**src/acc_consts.vh**
```
// register map, field layout and reset constants for the channel 3 config and calibration bank
`ifndef ACC_CONSTS_VH
`define ACC_CONSTS_VH

// register indices; byte address is four times the index
`define ACC_IDX_CFG        8'h18
`define ACC_IDX_OCAL_HIGH  8'h19
`define ACC_IDX_OCAL_LOW   8'h1a
`define ACC_IDX_GCAL_HIGH  8'h1b
`define ACC_IDX_GCAL_LOW   8'h1c
`define ACC_IDX_CAL_CTRL   8'h1d
`define ACC_IDX_CAL_STAT   8'h1e

// configuration word fields
`define ACC_PHASE_MSB      15
`define ACC_PHASE_LSB      6
`define ACC_HPOFF_BIT      2
`define ACC_MUX_MSB        1
`define ACC_MUX_LSB        0
`define ACC_CFG_WMASK      16'hffc7

// low calibration words keep only the upper byte
`define ACC_LOW_WMASK      16'hff00

// reset values
`define ACC_RST_CFG        16'h0000
`define ACC_RST_OCAL_HIGH  16'h0000
`define ACC_RST_OCAL_LOW   16'h0000
`define ACC_RST_GCAL_HIGH  16'h8000
`define ACC_RST_GCAL_LOW   16'h0000

// input selection codes
`define ACC_MUX_PINS       2'h0
`define ACC_MUX_SHORT      2'h1
`define ACC_MUX_TEST_POS   2'h2
`define ACC_MUX_TEST_NEG   2'h3

// calibration control bits
`define ACC_CTRL_COMMIT    0
`define ACC_CTRL_AUTO      1

`endif
```
**src/acc_ch3_regs.v**
```verilog
// apb register bank for channel 3 configuration and offset/gain calibration
//
// The APB slave port was left to the implementer.
`include "acc_consts.vh"
`default_nettype none

module acc_ch3_regs #(
  parameter ADDR_W  = 8,
  parameter CAL_W   = 24,
  parameter PHASE_W = 10
) (
  // apb clock and reset
  input  wire                 pclk,
  input  wire                 presetn,
  // apb slave
  input  wire                 psel,
  input  wire                 penable,
  input  wire                 pwrite,
  input  wire [ADDR_W-1:0]    paddr,
  input  wire [31:0]          pwdata,
  input  wire [3:0]           pstrb,
  output reg  [31:0]          prdata,
  output reg                  pready,
  output reg                  pslverr,
  // channel controls
  output reg  [PHASE_W-1:0]   channel_phase_delay,
  output reg                  channel_highpass_off,
  output reg  [1:0]           channel_input_select,
  // calibration applied to the conversion result
  output reg  [CAL_W-1:0]     offset_cal_value,
  output reg  [CAL_W-1:0]     gain_cal_value
);

  reg  [15:0]       cfg_reg;
  reg  [15:0]       ocal_high_reg;
  reg  [15:0]       ocal_low_reg;
  reg  [15:0]       gcal_high_reg;
  reg  [15:0]       gcal_low_reg;
  reg               auto_apply_reg;
  reg               ocal_high_pend_reg;
  reg               ocal_low_pend_reg;
  reg               gcal_high_pend_reg;
  reg               gcal_low_pend_reg;
  reg  [31:0]       rdata_next;
  reg               hit_next;
  reg  [15:0]       wval;
  wire [ADDR_W-3:0] idx;
  wire              setup;
  wire              wr;
  wire              commit;
  wire              ocal_ready;
  wire              gcal_ready;

  localparam [15:0] RST_OCAL_LOW = `ACC_RST_OCAL_LOW;
  localparam [15:0] RST_GCAL_LOW = `ACC_RST_GCAL_LOW;
  localparam [15:0] CFG_WMASK    = `ACC_CFG_WMASK;

  assign idx   = paddr[ADDR_W-1:2];
  assign setup = psel & ~penable;
  // one-cycle write strobe on the access phase, when pready is already high
  assign wr    = psel & penable & pwrite & pready;

  always @*
  begin
    wval = pwdata[15:0];
    if (!pstrb[0])
      wval[7:0] = 8'h00;
    if (!pstrb[1])
      wval[15:8] = 8'h00;
  end

  // explicit commit or automatic once both halves of a value are written
  assign commit     = wr && (idx == `ACC_IDX_CAL_CTRL) && pstrb[0] && pwdata[`ACC_CTRL_COMMIT];
  assign ocal_ready = auto_apply_reg & ocal_high_pend_reg & ocal_low_pend_reg;
  assign gcal_ready = auto_apply_reg & gcal_high_pend_reg & gcal_low_pend_reg;

  // register writes; byte lanes honoured, reserved bits masked
  always @(posedge pclk or negedge presetn)
  begin
    if (!presetn)
    begin
      cfg_reg        <= `ACC_RST_CFG;
      ocal_high_reg  <= `ACC_RST_OCAL_HIGH;
      ocal_low_reg   <= `ACC_RST_OCAL_LOW;
      gcal_high_reg  <= `ACC_RST_GCAL_HIGH;
      gcal_low_reg   <= `ACC_RST_GCAL_LOW;
      auto_apply_reg <= 1'b1;
    end
    else if (wr)
    begin
      case (idx)
        `ACC_IDX_CFG:
        begin
          if (pstrb[0])
            cfg_reg[7:0] <= wval[7:0] & CFG_WMASK[7:0];
          if (pstrb[1])
            cfg_reg[15:8] <= wval[15:8];
        end
        `ACC_IDX_OCAL_HIGH:
        begin
          if (pstrb[0])
            ocal_high_reg[7:0] <= wval[7:0];
          if (pstrb[1])
            ocal_high_reg[15:8] <= wval[15:8];
        end
        `ACC_IDX_OCAL_LOW:
        begin
          if (pstrb[1])
            ocal_low_reg <= wval & `ACC_LOW_WMASK;
        end
        `ACC_IDX_GCAL_HIGH:
        begin
          if (pstrb[0])
            gcal_high_reg[7:0] <= wval[7:0];
          if (pstrb[1])
            gcal_high_reg[15:8] <= wval[15:8];
        end
        `ACC_IDX_GCAL_LOW:
        begin
          if (pstrb[1])
            gcal_low_reg <= wval & `ACC_LOW_WMASK;
        end
        `ACC_IDX_CAL_CTRL:
        begin
          if (pstrb[0])
            auto_apply_reg <= pwdata[`ACC_CTRL_AUTO];
        end
        default:
        begin
          cfg_reg <= cfg_reg;
        end
      endcase
    end
  end

  // pending flags: a word written since its value was last applied
  always @(posedge pclk or negedge presetn)
  begin
    if (!presetn)
    begin
      ocal_high_pend_reg <= 1'b0;
      ocal_low_pend_reg  <= 1'b0;
      gcal_high_pend_reg <= 1'b0;
      gcal_low_pend_reg  <= 1'b0;
    end
    else
    begin
      if (wr && idx == `ACC_IDX_OCAL_HIGH)
        ocal_high_pend_reg <= 1'b1;
      else if (ocal_ready || commit)
        ocal_high_pend_reg <= 1'b0;
      if (wr && idx == `ACC_IDX_OCAL_LOW)
        ocal_low_pend_reg <= 1'b1;
      else if (ocal_ready || commit)
        ocal_low_pend_reg <= 1'b0;
      if (wr && idx == `ACC_IDX_GCAL_HIGH)
        gcal_high_pend_reg <= 1'b1;
      else if (gcal_ready || commit)
        gcal_high_pend_reg <= 1'b0;
      if (wr && idx == `ACC_IDX_GCAL_LOW)
        gcal_low_pend_reg <= 1'b1;
      else if (gcal_ready || commit)
        gcal_low_pend_reg <= 1'b0;
    end
  end

  // applied values: high word above the upper byte of the low word
  always @(posedge pclk or negedge presetn)
  begin
    if (!presetn)
    begin
      offset_cal_value <= {`ACC_RST_OCAL_HIGH, RST_OCAL_LOW[15:8]};
      gain_cal_value   <= {`ACC_RST_GCAL_HIGH, RST_GCAL_LOW[15:8]};
    end
    else
    begin
      if (ocal_ready || commit)
        offset_cal_value <= {ocal_high_reg, ocal_low_reg[15:8]};
      if (gcal_ready || commit)
        gain_cal_value <= {gcal_high_reg, gcal_low_reg[15:8]};
    end
  end

  // channel control outputs follow the configuration word
  always @(posedge pclk or negedge presetn)
  begin
    if (!presetn)
    begin
      channel_phase_delay  <= {PHASE_W{1'b0}};
      channel_highpass_off <= 1'b0;
      channel_input_select <= `ACC_MUX_PINS;
    end
    else
    begin
      channel_phase_delay  <= cfg_reg[`ACC_PHASE_MSB:`ACC_PHASE_LSB];
      channel_highpass_off <= cfg_reg[`ACC_HPOFF_BIT];
      channel_input_select <= cfg_reg[`ACC_MUX_MSB:`ACC_MUX_LSB];
    end
  end

  // read mux and address decode
  always @*
  begin
    rdata_next = 32'h0000_0000;
    hit_next   = 1'b1;
    case (idx)
      `ACC_IDX_CFG:       rdata_next[15:0] = cfg_reg & `ACC_CFG_WMASK;
      `ACC_IDX_OCAL_HIGH: rdata_next[15:0] = ocal_high_reg;
      `ACC_IDX_OCAL_LOW:  rdata_next[15:0] = ocal_low_reg & `ACC_LOW_WMASK;
      `ACC_IDX_GCAL_HIGH: rdata_next[15:0] = gcal_high_reg;
      `ACC_IDX_GCAL_LOW:  rdata_next[15:0] = gcal_low_reg & `ACC_LOW_WMASK;
      `ACC_IDX_CAL_CTRL:  rdata_next[1:0]  = {auto_apply_reg, 1'b0};
      `ACC_IDX_CAL_STAT:  rdata_next[3:0]  = {gcal_low_pend_reg, gcal_high_pend_reg,
                                              ocal_low_pend_reg, ocal_high_pend_reg};
      default:            hit_next = 1'b0;
    endcase
    if (paddr[1:0] != 2'b00)
      hit_next = 1'b0;
    if (!hit_next)
      rdata_next = 32'h0000_0000;
  end

  // no wait states: response registered in the setup cycle
  always @(posedge pclk or negedge presetn)
  begin
    if (!presetn)
    begin
      prdata  <= 32'h0000_0000;
      pready  <= 1'b0;
      pslverr <= 1'b0;
    end
    else if (setup)
    begin
      prdata  <= pwrite ? 32'h0000_0000 : rdata_next;
      pready  <= 1'b1;
      pslverr <= ~hit_next;
    end
    else
    begin
      prdata  <= 32'h0000_0000;
      pready  <= 1'b0;
      pslverr <= 1'b0;
    end
  end

endmodule

`default_nettype wire

```
**config.mk**
```make
export PLATFORM = sky130hd
export DESIGN_NAME = acc_ch3_regs
export DESIGN_NICKNAME = d
export VERILOG_FILES = /design/src/acc_ch3_regs.v
export VERILOG_INCLUDE_DIRS = /design/src
export SDC_FILE = /design/constraint.sdc
export NUM_CORES = 1
export LEC_CHECK = 0
export ABC_CLOCK_PERIOD_IN_PS = 1600
export BUFFER_PORTS_ARGS = -buffer_cell sky130_fd_sc_hd__buf_2
export CAP_MARGIN = 20
export CORE_MARGIN = 2
export CORE_UTILIZATION = 47
export CTS_CLUSTER_SIZE = 12
export DETAILED_ROUTE_END_ITERATION = 7
export HOLD_SLACK_MARGIN = 0.05
export PLACE_DENSITY_LB_ADDON = 0.15
export SLEW_MARGIN = 10
export SYNTH_ARGS = -nofsm -noshare
export SYNTH_HDL_FRONTEND = slang
export SYNTH_SLANG_ARGS = --single-unit
```
**constraint.sdc**
```tcl
create_clock -name pclk -period 1.6 [get_ports pclk]
set_clock_uncertainty 0.05 [all_clocks]
set_input_delay 0.08 -clock pclk [delete_from_list [all_inputs] [get_ports pclk]]
set_output_delay 0.08 -clock pclk [all_outputs]
set_load 0.005 [all_outputs]
```
==> run metrics, run 1 <==
routed vias/inst 5.21; path depth of the worst reg2reg path 4; final setup violation count 0; DRC 0; Die H 117 um; status complete, no violations; FF-to-FF End gain_cal_value[17]$_DFFE_PN0P_; Critical Path Source auto_apply_reg$_DFFE_PN1P_; RD Place Congestion 0.843; clk_lat worst skew 0.42 ns; share of cells above drive strength 1 0.507; Yosys top cell by area dfrtp_1; IR drop worst, VDD 684 uV; WS Path Type reg2reg; global route overflow 0; asr flop ratio synth 1.00; switching pwr 1.66 mW; clk sinks 145; Detail Placement HPWL 9.87 mm; Synth Area in Compound Gates 0.0531; initial antenna violation count 0; placed cell areas 6940 um2; num rows 41; Leak Pwr 4.09 nW; ANT cells 0; YS warnings 0; vias in the first global route 4077; internal power 6.62 mW; CTS tree built; cell count after synthesis 415; CP required 1.85 ns; synthesis-stage register bit count 145; Routed wire per std cell 18.5 um; Synth top cells by count dfrtp_1 (142), mux2_2 (109), buf_4 (25), nand2_1 (15); total CTS buffers 17; Post-Synth Adder-Cell Area 0; Primary FF master, synth dfrtp_1; Core ar. 12500 um2; worst hold-check path type in2reg; Clock Tree Buf Depth 2; fin. max-slew vios 0; # IOs 144; Starting Density 0.476; Final Hold Fails 0; final core utilization 0.625; RSZ-0062 raised after global routing true; clock root buffer master clkbuf_16; Routed WL 14.2 mm; Crit Reg-Reg Startpoint auto_apply_reg$_DFFE_PN1P_; clock share of power 0.512; pre-CTS WS -0.0629 ns; first-pass GRT wire length 22.1 mm; Final nets 631; Mean Syn Cell Area 14.4 um2; remaining antenna violation count 0; Design Power 8.28 mW; area of the die 13600 um2; final setup TNS 0 ns; sequential area share after synthesis 0.609; Worst setup EP type flop; maximum number of pins on one net before global-route repair 43; Max H-tree Level 4; fillers 1010; Top Registers gain_cal_value: 24 flops, offset_cal_value: 24 flops; vias post-DR 3992; WP data arrival 1.81 ns; reg2reg setup slack 0.04 ns; I/O Buffers 109; Yosys top cell area share 0.596; largest family of logic cells by synthesized area multiplexers; Setup crit start kind flop; mux contribution to synthesized area 0.223; top cells by area, synth dfrtp_1 (60%), mux2_2 (21%), buf_4 (3.1%), mux2i_1 (1.5%), dfstp_2 (1.3%); gr usage total 0.225; Syn-to-layout area delta 31.4%; count leader, synth dfrtp_1; Comb pwr share 0.041; die width 117 um; Worst Path Max Fanout 11; Switching Share 0.201; Setup WS post-layout 0.0435 ns; 1st-pass router iterations 4; Synth Area in XOR/XNOR 0.00294; simple-gate share of the synthesized area 0.0682; Iter 0 DRT Violations 191; Reg power frac 0.447; final cycle utilization of the critical path 0.973; pwr dens 1060 nW/um2; Final Instance Area 7830 um2; CP Capture Point gain_cal_value[17]$_DFFE_PN0P_; EDFF count, synth 0; MaxCap Viol Count 0; Worst-path clk slew 0.06 ns; mapped cell area 5960 um2; Distinct cells, synth 42; FMAX 642 MHz; Final Critical Period 1.56 ns
==> through the flow <==
step,hold slack (ns),cells
6_report,0.0880,766
5_1_grt,0.0929,766
4_1_cts,0.0607,763
3_5_place_dp,-0.00649,710
3_3_place_gp,-0.0168,710
2_1_floorplan,-0.266,430
==> final cells by class <==
class / count / area (um2) / area share
Clock buffer: 21 / 450 / 0.0575
Tap cell: 172 / 215 / 0.0275
Clock inverter: 10 / 184 / 0.0235
Sequential cell: 145 / 3630 / 0.464
Timing Repair Buffer: 171 / 1190 / 0.152
Multi-Input combinational cell: 246 / 2150 / 0.275
Inverter: 1 / 3.75 / 0.000479
==> worst max-delay path, stage by stage, from the launching register on <==
cell and delay (ns):
dfstp_2 0.57, nand3_1 0.18, nand2_4 0.14, buf_12 0.15, mux2_2 0.35
==> how the worst min path moves through the flow <==
stage / startpoint / end / cells after the start
floorplan: presetn / cfg_reg[0]$_DFFE_PN0P_ / 0
global placement: presetn / gain_cal_value[14]$_DFFE_PN0P_ / 1
detailed placement: presetn / offset_cal_value[8]$_DFFE_PN0P_ / 1
CTS: paddr[5] / prdata[3]$_DFF_PN0_ / 4
global route: paddr[5] / prdata[1]$_DFF_PN0_ / 4
finish: paddr[5] / prdata[3]$_DFF_PN0_ / 4
==> power by group through the flow <==
stage                     registers (mW)  logic [mW]  clock network [mW]
after floorplan                     3.77       0.122                   0
after global placement              3.77       0.293                   0
after detailed placement            3.77       0.299                   0
after CTS                           3.70       0.344                4.32
after global routing                3.70       0.379                4.48
final                               3.70       0.339                4.24
==> routing by layer <==
layer	global-route usage	up-vias	wire (um)
met5	0	-	0
met2	0.363	131	6990
met1	0.288	2013	6090
met4	0.100	0	355
li1	-	1818	-
met3	0.0566	30	750
==> cell usage in the layout (no fill, tap or decap), types with 5 or more instances in the layout <==
master         count
a21oi_1           12
a22oi_1           10
a32oi_1            6
buf_12             9
buf_2            108
buf_4             30
bufinv_16          5
clkbuf_16         17
conb_1            16
dfrtp_1          142
dlygate4sd3_1     22
mux2_2           108
mux2i_1            9
nand2_1           15
nand3_1           12
o21ai_0           11
==> kinds of logic after synthesis <==
family	Yosys count
buffers and inverters	39
AND/OR/NAND/NOR	61
multiplexers	119
AO/OA/AOI/OAI	48
other	1
XOR/XNOR	2
flip-flops	145
==> repair_timing <==
| item | CTS | global route |
|---|---|---|
| setup buffers | 0 | 3 |
| hold endpoints to repair | 213 | 0 |
| endpoints found under the setup margin | 76 | 66 |
| hold buffers | 22 | 0 |
| resized for setup | 3 | 1 |
| pin swaps | 1 | 3 |
Power figures use the tool's default switching activity.
==> inputs of run 2 (changes only) <==
--- a/config.mk
+++ b/config.mk
@@ -9,6 +9,7 @@
 export ABC_CLOCK_PERIOD_IN_PS = 1600
 export BUFFER_PORTS_ARGS = -buffer_cell sky130_fd_sc_hd__buf_2
 export CAP_MARGIN = 20
+export CORE_ASPECT_RATIO = 0.5
 export CORE_MARGIN = 2
 export CORE_UTILIZATION = 47
 export CTS_CLUSTER_SIZE = 12
==> run metrics, run 2 (synthesis results as in run 1) <==
Final Hold Fails 0; clk_lat worst skew 0.40 ns; Starting Density 0.476; CP required 1.84 ns; Syn-to-layout area delta 29.4%; global route overflow 0; Final Critical Period 1.53 ns; reg2reg setup slack 0.07 ns; 1st-pass router iterations 4; final cycle utilization of the critical path 0.959; Iter 0 DRT Violations 249; Detail Placement HPWL 9.12 mm; share of cells above drive strength 1 0.504; status complete, no violations; Top Registers gain_cal_value: 24 flops, offset_cal_value: 24 flops; Leak Pwr 4.01 nW; RD Place Congestion 0.782; most frequent cells in the layout dfrtp_1 (142), mux2_2 (109), buf_2 (108); Setup crit start kind flop; fin. max-slew vios 0; area of the die 13700 um2; gr usage total 0.213; worst hold-check path type in2reg; vias post-DR 3898; num rows 29; Setup WS post-layout 0.0659 ns; Core ar. 12500 um2; first-pass GRT wire length 21.8 mm; MaxCap Viol Count 0; Worst Path Max Fanout 14; pwr dens 1010 nW/um2; total CTS buffers 17; ANT cells 0; clock root buffer master clkbuf_16; Die H 83.6 um; WP data arrival 1.77 ns; maximum number of pins on one net before global-route repair 54; die width 163 um; DRC 0; relative slew slack 0.537; RSZ-0062 raised after global routing false; Routed WL 13.6 mm; Clock Tree Buf Depth 2; WS Path Type reg2reg; Max H-tree Level 4; vias in the first global route 3859; critical path's largest stage delay 0.35 ns; pre-CTS WS -0.0752 ns; commonest non-fill, non-tap cell in the layout dfrtp_1; routed vias/inst 5.14; remaining antenna violation count 0; Routed wire per std cell 17.9 um; Final nets 625; CP cell instances and4_4 -> nand4_4 -> nand2_4 -> buf_12 -> mux2_2; Worst setup EP type flop; # IOs 144; Worst-path clk slew 0.06 ns; clk sinks 145; critical path's slowest cell dfrtp_1; Worst-Margin Slew 0.692 ns; initial antenna violation count 0; Design Power 7.78 mW; final setup violation count 0; CTS tree built; FMAX 652 MHz; I/O Buffers 109; IR drop worst, VDD 718 uV
-- run 2: changes by cell type in the layout (fill, tap and decap cells not counted), sizes merged --
cell         delta
inv             +2
dlygate4sd3     +1
clkinvlp        +3
buf             -7
clkbuf          -1
bufinv          -4
clkinv          +1
-- run 2: layer usage --
metal | vias to the layer above | global-route usage | part of all wire
li1 | 1802 | - | -
met5 | - | 0 | 0
met1 | 1978 | 0.308 | 0.47
met4 | 0 | 0.0644 | 0.012
met2 | 105 | 0.329 | 0.48
met3 | 13 | 0.0383 | 0.045
-- run 2: worst max-delay path, delay by kind of cell (launching register included) --
family	cells	cell delay, ns
AND/OR/NAND/NOR	3	0.50
flip-flops	1	0.35
multiplexers	1	0.34
buffers and inverters	1	0.16
-- run 2: final cells by class --
type / count / area, um2
Clock inverter: 12 / 109
Timing Repair Buffer: 165 / 1150
Tap cell: 170 / 213
Fill cell: 1037 / 4810
Multi-Input combinational cell: 246 / 2150
Sequential cell: 145 / 3630
Inverter: 1 / 3.75
Clock buffer: 20 / 457
-- run 2: metrics by stage --
| step | setup TNS, ns | util | cell area, um2 | hold WS [ns] | instances |
|---|---|---|---|---|---|
| 2_1_floorplan | 0 | - | 6040 | -0.266 | 430 |
| 6_report | 0 | 0.616 | 7710 | 0.0797 | 759 |
| 4_1_cts | 0 | 0.615 | 7700 | 0.0587 | 758 |
| 5_1_grt | 0 | 0.616 | 7710 | 0.0892 | 759 |
| 3_5_place_dp | -1.01 | 0.551 | 6890 | -0.123 | 702 |
| 3_3_place_gp | -0.401 | 0.551 | 6890 | -0.125 | 702 |
-- run 2: final timing paths --
| check | startpoint | to | cells after the start |
|---|---|---|---|
| max | pready$_DFF_PN0_ | offset_cal_value[22]$_DFFE_PN0P_ | 5 |
| min | pwrite | prdata[2]$_DFF_PN0_ | 4 |
| max reg2reg | pready$_DFF_PN0_ | offset_cal_value[22]$_DFFE_PN0P_ | 5 |
| min reg2reg | cfg_reg[6]$_DFFE_PN0P_ | channel_phase_delay[0]$_DFF_PN0_ | 0 |
| max in group asynchronous | presetn | gcal_high_reg[10]$_DFFE_PN0P_ | 3 |
| min in group asynchronous | presetn | gcal_low_reg[10]$_DFFE_PN0P_ | 3 |
-- run 2: timing repair --
| item | CTS | global route |
|---|---|---|
| endpoints found under the setup margin | 66 | 34 |
| buffers inserted | 1 | 1 |
| resized for setup | 2 | 1 |
| hold buffers | 23 | 0 |
| endpoints found under the hold margin | 209 | 0 |
| pin swaps | 2 | 3 |
-- run 2: where the power goes --
part | leakage [nW] | internal [mW] | switching (mW) | total, mW
Clock | 0.265 | 2.22 | 1.52 | 3.75
Combinational | 1.73 | 0.131 | 0.199 | 0.329
Sequential | 2.01 | 3.69 | 0.0133 | 3.70
Total | 4.01 | 6.04 | 1.73 | 7.78
